`src/hw/ccid_pkg.sv`:
```
package ccid_pkg;

    // slice configurations, chosen statically by the surrounding design
    typedef enum logic [3:0] {
        UPPER_MID_COUNT_UP,
        UPPER_LSB_UP_INVERTED_ENABLE,
        DUAL_LSB_COUNT_UP,
        LOWER_MID_COUNT_DOWN,
        DUAL_MID_COUNT_DOWN,
        UPPER_LSB_DOWN_FIXED,
        UPPER_LSB_DOWN_OPERAND_ENABLE,
        UPPER_MID_COUNT_DOWN,
        UPPER_LSB_DOWN_INVERTED_ENABLE,
        DUAL_LSB_COUNT_DOWN,
        LOWER_MID_UPDOWN,
        DUAL_MID_UPDOWN,
        UPPER_LSB_UPDOWN_FIXED,
        UPPER_LSB_UPDOWN_OPERAND_CARRY,
        UPPER_MID_UPDOWN,
        DUAL_LSB_UPDOWN
    } ccid_mode_t;

    // where the lower stage carry comes from
    typedef enum logic [2:0] {
        LC_ZERO, LC_CHAIN, LC_OPERAND, LC_NOT_DIR, LC_DOWN, LC_UPDOWN
    } ccid_lcarry_t;

    // what the lower function generator computes
    typedef enum logic [1:0] {
        LF_IDLE, LF_NOT_OPERAND, LF_DOWN, LF_UPDOWN
    } ccid_lfn_t;

    // what the upper function generator computes
    typedef enum logic [2:0] {
        UF_IDLE, UF_NOT_OPERAND, UF_UP, UF_DOWN, UF_UPDOWN
    } ccid_ufn_t;

    // how the upper carry logic forms the slice carry out
    typedef enum logic [2:0] {
        UC_PASS, UC_OPERAND, UC_UP, UC_DOWN, UC_UPDOWN
    } ccid_ucarry_t;

    // value an unused generator output is held at
    localparam logic IDLE_RESULT = 1'b0;
    // reset value of the sampled copies
    localparam logic SNAP_RST = 1'b0;

endpackage : ccid_pkg

```
`src/hw/ccid_stage_if.sv`:
```
`timescale 1ns/1ps

// carries the direction control and the lower stage carry between generators
interface ccid_stage_if;
    logic directionSelect;
    logic lowerStageCarry;

    modport top_mp (output directionSelect);
    modport lower_mp (input directionSelect, output lowerStageCarry);
    modport upper_mp (input directionSelect, input lowerStageCarry);
endinterface : ccid_stage_if

```
`src/hw/ccid_lower_stage.sv`:
```
`timescale 1ns/1ps

module ccid_lower_stage (
    input wire logic lowerOperandIn,
    input wire logic carryChainIn,
    input wire logic lowerCarryFeedIn,
    input wire logic feedFromChain,
    input wire ccid_pkg::ccid_lcarry_t carrySrc,
    input wire ccid_pkg::ccid_lfn_t lowerFn,
    ccid_stage_if.lower_mp link,
    output logic lowerResult
);
    import ccid_pkg::*;

    logic lowerCarryFeed;
    logic dir;

    // feed keeps its general input unless the chain claims it
    assign lowerCarryFeed = feedFromChain ? carryChainIn : lowerCarryFeedIn;
    assign dir = link.directionSelect;

    // lower stage carry selection
    always_comb begin
        case (carrySrc)
            LC_ZERO: link.lowerStageCarry = 1'b0;
            LC_CHAIN: link.lowerStageCarry = carryChainIn;
            LC_OPERAND: link.lowerStageCarry = lowerOperandIn;
            LC_NOT_DIR: link.lowerStageCarry = ~dir;
            LC_DOWN: link.lowerStageCarry = lowerOperandIn | carryChainIn;
            LC_UPDOWN: link.lowerStageCarry = (~dir & (lowerOperandIn | carryChainIn))
                | (dir & lowerOperandIn & carryChainIn);
            default: link.lowerStageCarry = 1'b0;
        endcase
    end

    // lower function generator
    always_comb begin
        case (lowerFn)
            LF_NOT_OPERAND: lowerResult = ~lowerOperandIn;
            LF_DOWN: lowerResult = ~(lowerOperandIn ^ lowerCarryFeed);
            LF_UPDOWN: lowerResult = (lowerOperandIn ^ lowerCarryFeed) ^ ~dir;
            default: lowerResult = IDLE_RESULT;
        endcase
    end

endmodule : ccid_lower_stage

```
`src/hw/ccid_upper_stage.sv`:
```
`timescale 1ns/1ps

module ccid_upper_stage (
    input wire logic upperOperandIn,
    input wire logic upperDirectionSelect,
    input wire logic upperCarryFeedIn,
    input wire logic feedFromLower,
    input wire ccid_pkg::ccid_ufn_t upperFn,
    input wire ccid_pkg::ccid_ucarry_t carryFn,
    ccid_stage_if.upper_mp link,
    output logic upperResult,
    output logic upperStageCarry
);
    import ccid_pkg::*;

    logic upperCarryFeed;
    logic carry;
    logic dir;

    // feed follows the lower stage carry in chained modes
    assign upperCarryFeed = feedFromLower ? link.lowerStageCarry : upperCarryFeedIn;
    assign carry = link.lowerStageCarry;
    assign dir = link.directionSelect;

    // upper function generator
    always_comb begin
        case (upperFn)
            UF_NOT_OPERAND: upperResult = ~upperOperandIn;
            UF_UP: upperResult = upperOperandIn ^ upperCarryFeed;
            UF_DOWN: upperResult = ~(upperOperandIn ^ upperCarryFeed);
            UF_UPDOWN: upperResult = (upperOperandIn ^ upperCarryFeed) ^ ~upperDirectionSelect;
            default: upperResult = IDLE_RESULT;
        endcase
    end

    // upper carry logic; direction always comes from the lower side input
    always_comb begin
        case (carryFn)
            UC_PASS: upperStageCarry = carry;
            UC_OPERAND: upperStageCarry = upperOperandIn;
            UC_UP: upperStageCarry = carry & upperOperandIn;
            UC_DOWN: upperStageCarry = upperOperandIn | carry;
            UC_UPDOWN: upperStageCarry = (~dir & (upperOperandIn | carry))
                | (dir & upperOperandIn & carry);
            default: upperStageCarry = carry;
        endcase
    end

endmodule : ccid_upper_stage

```
`src/hw/ccid_slice.sv`:
```
// Operation
// - upper middle increment: carry from chain
// - upper LSB increment, inverted direction enable
// - dual LSB increment, always enabled
// - lower middle decrement, carry passes out
// - dual middle decrement through both generators
// - fixed LSB: zero carry, invert upper
// - upper LSB decrement, lower operand enables
// - upper middle decrement: carry from chain
// - upper LSB decrement, inverted direction enable
// - dual LSB decrement, always enabled
// - lower middle up/down, carry passes out
// - dual middle up/down through both generators
// - upper LSB up/down, lower operand carry
// - upper middle up/down uses direction
// - dual LSB up/down, always enabled
// - upper LSB modes feed the upper generator from the lower stage carry, not its general input
`timescale 1ns/1ps

module ccid_slice (
    input wire logic clk_sys,
    input wire logic rst,
    input wire ccid_pkg::ccid_mode_t sliceMode,
    input wire logic lowerOperandIn,
    input wire logic upperOperandIn,
    input wire logic directionSelect,
    input wire logic upperDirectionSelect,
    input wire logic lowerCarryFeedIn,
    input wire logic upperCarryFeedIn,
    input wire logic carryChainIn,
    output logic lowerResult,
    output logic upperResult,
    output logic carryChainOut,
    output logic countEndFlag,
    output logic lowerResultQ,
    output logic upperResultQ,
    output logic carryChainOutQ
);
    import ccid_pkg::*;

    ccid_lcarry_t carrySrc;
    ccid_lfn_t lowerFn;
    ccid_ufn_t upperFn;
    ccid_ucarry_t carryFn;
    logic feedFromChain;
    logic feedFromLower;
    logic countEndEn;
    logic upperStageCarry;
    logic lowerResultRaw;
    logic upperResultRaw;

    ccid_stage_if link ();

    // direction reaches both stage carries through one wire
    assign link.directionSelect = directionSelect;

    // configuration decode; mode is static so no glitch concern here
    always_comb begin
        carrySrc = LC_ZERO;
        lowerFn = LF_IDLE;
        upperFn = UF_IDLE;
        carryFn = UC_PASS;
        feedFromChain = 1'b0;
        feedFromLower = 1'b0;
        countEndEn = 1'b0;
        case (sliceMode)
            // middle bit of an incrementer, lower generator left free
            UPPER_MID_COUNT_UP: begin
                carrySrc = LC_CHAIN;
                lowerFn = LF_IDLE;
                upperFn = UF_UP;
                carryFn = UC_UP;
                feedFromChain = 1'b0;
                feedFromLower = 1'b1;
                countEndEn = 1'b0;
            end
            // lsb of an incrementer, direction pin low enables it
            UPPER_LSB_UP_INVERTED_ENABLE: begin
                carrySrc = LC_NOT_DIR;
                lowerFn = LF_IDLE;
                upperFn = UF_UP;
                carryFn = UC_UP;
                feedFromChain = 1'b0;
                feedFromLower = 1'b1;
                countEndEn = 1'b0;
            end
            // two bottom bits, carry-in tied active
            DUAL_LSB_COUNT_UP: begin
                carrySrc = LC_OPERAND;
                lowerFn = LF_NOT_OPERAND;
                upperFn = UF_UP;
                carryFn = UC_UP;
                feedFromChain = 1'b0;
                feedFromLower = 1'b1;
                countEndEn = 1'b0;
            end
            // middle bit of a decrementer in the lower generator only
            LOWER_MID_COUNT_DOWN: begin
                carrySrc = LC_DOWN;
                lowerFn = LF_DOWN;
                upperFn = UF_IDLE;
                carryFn = UC_PASS;
                feedFromChain = 1'b1;
                feedFromLower = 1'b0;
                countEndEn = 1'b1;
            end
            // two middle bits of a decrementer
            DUAL_MID_COUNT_DOWN: begin
                carrySrc = LC_DOWN;
                lowerFn = LF_DOWN;
                upperFn = UF_DOWN;
                carryFn = UC_DOWN;
                feedFromChain = 1'b1;
                feedFromLower = 1'b1;
                countEndEn = 1'b0;
            end
            // one lsb mapping serves down and up/down counters
            UPPER_LSB_DOWN_FIXED,
            UPPER_LSB_UPDOWN_FIXED: begin
                carrySrc = LC_ZERO;
                lowerFn = LF_IDLE;
                upperFn = UF_NOT_OPERAND;
                carryFn = UC_OPERAND;
                feedFromChain = 1'b0;
                feedFromLower = 1'b1;
                countEndEn = 1'b0;
            end
            // lsb of a decrementer, lower operand low enables it
            UPPER_LSB_DOWN_OPERAND_ENABLE: begin
                carrySrc = LC_OPERAND;
                lowerFn = LF_IDLE;
                upperFn = UF_DOWN;
                carryFn = UC_DOWN;
                feedFromChain = 1'b0;
                feedFromLower = 1'b1;
                countEndEn = 1'b0;
            end
            // middle bit of a decrementer, lower generator left free
            UPPER_MID_COUNT_DOWN: begin
                carrySrc = LC_CHAIN;
                lowerFn = LF_IDLE;
                upperFn = UF_DOWN;
                carryFn = UC_DOWN;
                feedFromChain = 1'b0;
                feedFromLower = 1'b1;
                countEndEn = 1'b0;
            end
            // lsb of a decrementer, direction pin high enables it
            UPPER_LSB_DOWN_INVERTED_ENABLE: begin
                carrySrc = LC_NOT_DIR;
                lowerFn = LF_IDLE;
                upperFn = UF_DOWN;
                carryFn = UC_DOWN;
                feedFromChain = 1'b0;
                feedFromLower = 1'b1;
                countEndEn = 1'b0;
            end
            // two bottom bits of a decrementer; (c & ~op) | op folds to op | c
            DUAL_LSB_COUNT_DOWN: begin
                carrySrc = LC_OPERAND;
                lowerFn = LF_NOT_OPERAND;
                upperFn = UF_DOWN;
                carryFn = UC_DOWN;
                feedFromChain = 1'b0;
                feedFromLower = 1'b1;
                countEndEn = 1'b0;
            end
            // one up/down bit in the lower generator, carry straight out
            LOWER_MID_UPDOWN: begin
                carrySrc = LC_UPDOWN;
                lowerFn = LF_UPDOWN;
                upperFn = UF_IDLE;
                carryFn = UC_PASS;
                feedFromChain = 1'b1;
                feedFromLower = 1'b0;
                countEndEn = 1'b1;
            end
            // two up/down middle bits; both direction pins must match
            DUAL_MID_UPDOWN: begin
                carrySrc = LC_UPDOWN;
                lowerFn = LF_UPDOWN;
                upperFn = UF_UPDOWN;
                carryFn = UC_UPDOWN;
                feedFromChain = 1'b1;
                feedFromLower = 1'b1;
                countEndEn = 1'b0;
            end
            // up/down lsb, lower operand is the carry in
            UPPER_LSB_UPDOWN_OPERAND_CARRY: begin
                carrySrc = LC_OPERAND;
                lowerFn = LF_IDLE;
                upperFn = UF_UPDOWN;
                carryFn = UC_UPDOWN;
                feedFromChain = 1'b0;
                feedFromLower = 1'b1;
                countEndEn = 1'b0;
            end
            // up/down middle bit; carry still reads the lower direction pin
            UPPER_MID_UPDOWN: begin
                carrySrc = LC_CHAIN;
                lowerFn = LF_IDLE;
                upperFn = UF_UPDOWN;
                carryFn = UC_UPDOWN;
                feedFromChain = 1'b0;
                feedFromLower = 1'b1;
                countEndEn = 1'b0;
            end
            // two bottom up/down bits, always enabled
            DUAL_LSB_UPDOWN: begin
                carrySrc = LC_OPERAND;
                lowerFn = LF_NOT_OPERAND;
                upperFn = UF_UPDOWN;
                carryFn = UC_UPDOWN;
                feedFromChain = 1'b0;
                feedFromLower = 1'b1;
                countEndEn = 1'b0;
            end
            default: begin
                carrySrc = LC_CHAIN;
                lowerFn = LF_IDLE;
                upperFn = UF_IDLE;
                carryFn = UC_PASS;
                feedFromChain = 1'b0;
                feedFromLower = 1'b0;
                countEndEn = 1'b0;
            end
        endcase
    end

    // lower generator and its carry
    ccid_lower_stage lowerStage (
        .lowerOperandIn(lowerOperandIn),
        .carryChainIn(carryChainIn),
        .lowerCarryFeedIn(lowerCarryFeedIn),
        .feedFromChain(feedFromChain),
        .carrySrc(carrySrc),
        .lowerFn(lowerFn),
        .link(link.lower_mp),
        .lowerResult(lowerResultRaw)
    );

    // upper generator and the slice carry out
    ccid_upper_stage upperStage (
        .upperOperandIn(upperOperandIn),
        .upperDirectionSelect(upperDirectionSelect),
        .upperCarryFeedIn(upperCarryFeedIn),
        .feedFromLower(feedFromLower),
        .upperFn(upperFn),
        .carryFn(carryFn),
        .link(link.upper_mp),
        .upperResult(upperResultRaw),
        .upperStageCarry(upperStageCarry)
    );

    // the chain must ripple within one period, so no flop sits in it
    assign lowerResult = lowerResultRaw;
    assign upperResult = upperResultRaw;
    assign carryChainOut = upperStageCarry;

    // terminal count from the lower carry when the upper side is free
    assign countEndFlag = countEndEn & link.lowerStageCarry;

    // sampled results, handy for building a counter register around the slice
    always_ff @(posedge clk_sys or posedge rst) begin
        if (rst) begin
            lowerResultQ <= SNAP_RST;
            upperResultQ <= SNAP_RST;
        end else begin
            lowerResultQ <= lowerResultRaw;
            upperResultQ <= upperResultRaw;
        end
    end

    // sampled carry out, lets a timing-relaxed user read the chain a cycle late
    always_ff @(posedge clk_sys or posedge rst) begin
        if (rst) begin
            carryChainOutQ <= SNAP_RST;
        end else begin
            carryChainOutQ <= upperStageCarry;
        end
    end

endmodule : ccid_slice

```
`config.mk`:
```
export PLATFORM = sky130hd
export DESIGN_NAME = ccid_slice
export DESIGN_NICKNAME = d
export VERILOG_FILES = /design/src/hw/ccid_pkg.sv /design/src/hw/ccid_stage_if.sv /design/src/hw/ccid_lower_stage.sv /design/src/hw/ccid_upper_stage.sv /design/src/hw/ccid_slice.sv
export SDC_FILE = /design/constraint.sdc
export NUM_CORES = 1
export LEC_CHECK = 0
export ABC_AREA = 1
export BUFFER_PORTS_ARGS = -buffer_cell sky130_fd_sc_hd__buf_4
export CELL_PAD_IN_SITES_DETAIL_PLACEMENT = 2
export CELL_PAD_IN_SITES_GLOBAL_PLACEMENT = 2
export CORE_MARGIN = 3
export CORE_UTILIZATION = 28
export DETAILED_ROUTE_END_ITERATION = 12
export HOLD_SLACK_MARGIN = 0.1
export PLACE_DENSITY = 0.84
export SKIP_CTS_REPAIR_TIMING = 1
export SYNTH_ARGS = -nofsm -noshare
export SYNTH_HDL_FRONTEND = slang
export SYNTH_SLANG_ARGS = --single-unit
```
`constraint.sdc`:
```
create_clock -name clk_sys -period 4.6 [get_ports clk_sys]
set_input_delay 0.69 -clock clk_sys [delete_from_list [all_inputs] [get_ports clk_sys]]
set_output_delay 0.69 -clock clk_sys [all_outputs]
set_load 0.005 [all_outputs]
```
* Word level (Yosys, flattened, before mapping)
Memory sizes are Yosys's and may differ from the RTL's.
Cells that the tools add are included.
Widths: inputs -> output; s select.
** Storage, ports and cells
- Logic and storage cells :: 48
- Register bits after elaboration :: 3
- Memories :: 1
- Input port bits :: 13
- Output and inout bits :: 7
- Bits in read-only memories :: 224
** Operators by class
- Eq/ne operators :: 16
- Bitwise gates (word level) :: 22
- Multiplexer cells :: 6
** Memories
- (name not given) :: words 16, width 14, read ports 1, clocked after memory_dff 0, write ports 0, RTL line ccid_slice.sv:66 : case (sliceMode)
** Operators by type and width (number)
- $eq 3x2->1 const B :: 6
- $eq 3x3->1 const B :: 4
- $eq 3x1->1 const B :: 3
- $and 1x1->1 :: 8
- $pmux 1 s4 :: 2
- $not 1->1 :: 6
- $pmux 1 s5 :: 1
- $eq 2x2->1 const B :: 2
- $or 1x1->1 :: 4
- $xor 1x1->1 :: 4
- $pmux 1 s3 :: 1
- $eq 2x1->1 const B :: 1
- $mux 1 :: 2

* Longest topological paths before layout
- Depth in word-level cells :: 8
- Mapped depth :: 17

* By module
From an unflattened synthesis, not the netlist that was laid out.
** Second synthesis, totals
- Cells, all modules :: 127
- Area, all modules :: 711.9 µm²
** Modules (own cells, without submodules)
- ccid_slice :: cells an instance 57, seq. area each 75.1 µm², instances 1, area an instance 400.4 µm²
- ccid_upper_stage :: cells an instance 42, seq. area each 0.0 µm², instances 1, area an instance 178.9 µm²
- ccid_lower_stage :: cells an instance 28, seq. area each 0.0 µm², instances 1, area an instance 132.6 µm²

* Worst setup path after synthesis
No wires, ideal clock.
- Kind :: input port to output port
- From :: input sliceMode[0]
- To :: output upperResult
- Stages on the path :: 15
- Slack :: 1.929 ns
- Arrival time :: 1.981 ns
- Buffers on the path :: 0
- Cells stage by stage :: inv_1 ha_1 nand2_1 nand3_1 nand2_1 nor2_1 nand3_1 nand2_1 nor2_2 nand3_1 nand3_2 nand3_1 nand2_1 nand2_1 nand2_1
** Between the ends
- Cells in the longest elaborated chain, start to end :: 7
- Elaborated cells between the ends (all ways) :: 16
- Those cells by class :: eq/ne (9); mux (3); bitwise (3); memory (1)
** Ends and longest elaborated chain
- start: declaration :: RTL line ccid_slice.sv:23 : input wire ccid_pkg::ccid_mode_t sliceMode,
- $mem_v2 16x14 (*)
- $eq 3x3->1 (tied with other cells) :: RTL line ccid_lower_stage.sv:24 : case (carrySrc)
- $pmux 1 s5 :: RTL line ccid_lower_stage.sv:24
- $mux 1 :: RTL line ccid_upper_stage.sv:21 : assign upperCarryFeed = feedFromLower ? link.lowerStageCarry : upperCarryFeedIn;
- $xor 1x1->1 :: RTL line ccid_upper_stage.sv:29, ccid_upper_stage.sv:30, ccid_upper_stage.sv:31
- $xor 1x1->1 or $not 1->1 (tied branches) :: RTL line ccid_upper_stage.sv:31, ccid_upper_stage.sv:30
- $pmux 1 s4 (*) :: RTL line ccid_upper_stage.sv:27 : case (upperFn)
- end: declaration :: RTL line ccid_slice.sv:32 : output logic upperResult,
Every way passes the cells marked *; elsewhere a longest branch is shown, timed or not.

* Worst setup path in the final report
- From :: input sliceMode[1]
- To :: output upperResult
Same word-level chain as after synthesis.

==> qor.csv <==
stage,metric,value,unit
status,run status,finished clean,
clock_tree,H-tree depth,1,
routing,Initial DRT Pass Iterations,4,
synth,yosys warns,0,
power,maximum VDD drop,0.00005790,V
routing,DR vias,1115,
synth,synthesis-stage register bit count,3,
synth,Post-Syn Nets,185,
job,Max-Cap Viols,0,
power,pwr/cell area,185.2,nW/um^2
timing,RSZ-0062 raised after global routing,false,
final_layout,Layout Cells excl Fill,214,
floorplan,Die H,61.81,microns
routing,DR iter-0 viols,39,
global_route,largest net degree at the start of global routing,15,
placed_design,DP Wirelength,2.734,mm
floorplan,I/O pin total,20,
final_layout,"commonest cells after routing, fill and taps aside","61 x nand2_1, 26 x nand3_1, 19 x inv_1",
placed_design,post-place setup slack,1313,ps
global_route,initial antenna violation count,0,
timing,Max transition margin,0.7533,
final_layout,fin area,1046,sq um
timing,Final Max Tran Viols,0,
placed_design,gpl congestion,0.8255,
clock_tree,Num Clock Sinks,3,
timing,Peak Freq,0.3039,GHz
final_layout,antenna cells,0,
clock_tree,CTS root buf,clkbuf_4,
routing,Post-Route WL,3.203,mm
timing,Final Hold Viols,0,
power,Tot Pwr,193.8,uW
synth,Syn Std Cell Area,872.1,sq um
critical_path,critical path required time,3910,ps
critical_path,Worst Setup SP,sliceMode[1],
floorplan,Die W,61.81,microns
final_layout,Total Nets Final,205,
routing,antenna violation net count after detailed routing,0,
clock_tree,Clock transition at path regs,40,ps
synth,"Seq/Total Area, Yosys",0.08608,
global_route,first-pass GRT wire length,5.416,mm
timing,fin worst setup slack,1309,ps
global_route,vias in the first global route,1154,
placed_design,DP Area,1020,sq um
critical_path,"Max FO, Critical Path",7,
floorplan,Site Rows,19,
timing,Least-Margin Pin Slew,366.9,ps
final_layout,P&R area growth vs syn,19.94,%
power,Leak,0.6084,nW
clock_tree,CTS Buffer Depth,2,
routing,drt wl/cell,14.97,microns
timing,min cycle time layout,3291,ps
final_layout,"most common cell after layout, fill and taps aside",nand2_1,
clock_tree,clock buffer count from CTS,3,
placed_design,port bufs,18,
timing,final setup violating endpoints,0,
worst_hold_path,HP Class,input port to asynchronous set/reset pin,
critical_path,critical path startpoint category,input port,
final_layout,Final Util,0.3667,
critical_path,kind of critical path,input port to output port,
final_layout,# fillers,375,
global_route,"Remaining Overflow, GRT",0,
routing,Via density,5.210,
synth,Mapped Avg Cell Area,5.318,sq um
critical_path,critical path arrival,2600,ps
synth,Synth Instances,164,
critical_path,CP endpoint kind,output port,
timing,final setup TNS,0,ps
floorplan,core area,2853,sq um
timing,Tcrit/Tclk final,0.7154,
final_layout,fraction of layout cells with a size suffix above 1,0.1858,
global_route,Total GRT Usage,0.1900,
timing,final hold slack,330.0,ps
routing,DRC Markers,0,
placed_design,placed cells,210,
floorplan,starting density of the core,0.3057,
clock_tree,CTS tree,done,
floorplan,die area,3820,sq um
synth,Netlist cell types,21,
[registers in the layout (all words and copies together), names as in the netlist]
register,flops
carryChainOutQ,1
lowerResultQ,1
upperResultQ,1
[routing by layer]
metal | part of all wire | vias to the layer above | GRT usage
li1 | - | 565 | -
met1 | 0.45 | 528 | 0.2439
met2 | 0.50 | 17 | 0.3318
met3 | 0.025 | 5 | 0.02893
met4 | 0.016 | 0 | 0.04545
met5 | 0 | - | 0
[logic make-up after synthesis]
group | count (synthesis) | synth area share
simple gates | 112 | 0.5696
xor+xnor | 1 | 0.01004
buf+inv | 27 | 0.1334
compound gates | 13 | 0.08608
flops | 3 | 0.08608
fa+ha+maj | 8 | 0.1148
[Yosys cell counts]
library cell | n | area [sq um]
nand2_1 | 61 | 229.0
nand3_1 | 26 | 130.1
inv_1 | 19 | 71.32
nor2_1 | 11 | 41.29
ha_1 | 8 | 100.1
a21oi_1 | 5 | 25.02
inv_2 | 5 | 18.77
nand4_1 | 5 | 31.28
o21ai_0 | 4 | 20.02
dfrtp_1 | 3 | 75.07
nand2_2 | 3 | 18.77
buf_4 | 2 | 15.01
nand3_2 | 2 | 20.02
nor2_2 | 2 | 12.51
o21ai_1 | 2 | 10.01
buf_6 | 1 | 11.26
nand3b_1 | 1 | 7.510
o211ai_2 | 1 | 12.51
o31ai_1 | 1 | 7.510
or2_1 | 1 | 6.260
xnor2_1 | 1 | 8.760
[power by group]
| part | internal (mW) | leakage, nW | switching, mW | total, mW |
|---|---|---|---|---|
| clock network | 0.0326 | 0.0150 | 0.0150 | 0.0476 |
| logic | 0.0430 | 0.555 | 0.0712 | 0.114 |
| registers | 0.0307 | 0.0383 | 0.00120 | 0.0319 |
| total | 0.106 | 0.608 | 0.0875 | 0.194 |
[worst max-delay path by stage]
stage                     to  cells past startpoint  slack (ps)
4_1_cts          upperResult                     17        1280
3_3_place_gp   carryChainOut                     14        1400
5_1_grt          upperResult                     19        1020
2_1_floorplan    upperResult                     15        1930
6_report         upperResult                     17        1310
3_5_place_dp     upperResult                     17        1310
[layout make-up]
type                    instances  area [sq um]  area share
clock buffers                   4         26.28     0.02512
flip-flops and latches          3         75.07     0.07177
well taps                      31         38.79     0.03708
multi-input cells             134         680.7      0.6507
inverters                      24         90.09     0.08612
repair buffers                 18         135.1      0.1292
[worst max-delay path: stages]
cell     delay, ps
buf_4          130
inv_1          100
ha_1           190
inv_1           50
nand2_1         80
nand3_1        120
nand2_2        110
o21ai_0        180
nand3_1         90
nor2_1         150
nand3_1        130
nand3_2        110
nand3_1         90
nand2_1         90
nand2_1         60
nand2_1        100
buf_4          110
Note: power is estimated with default switching activity, not from simulation.
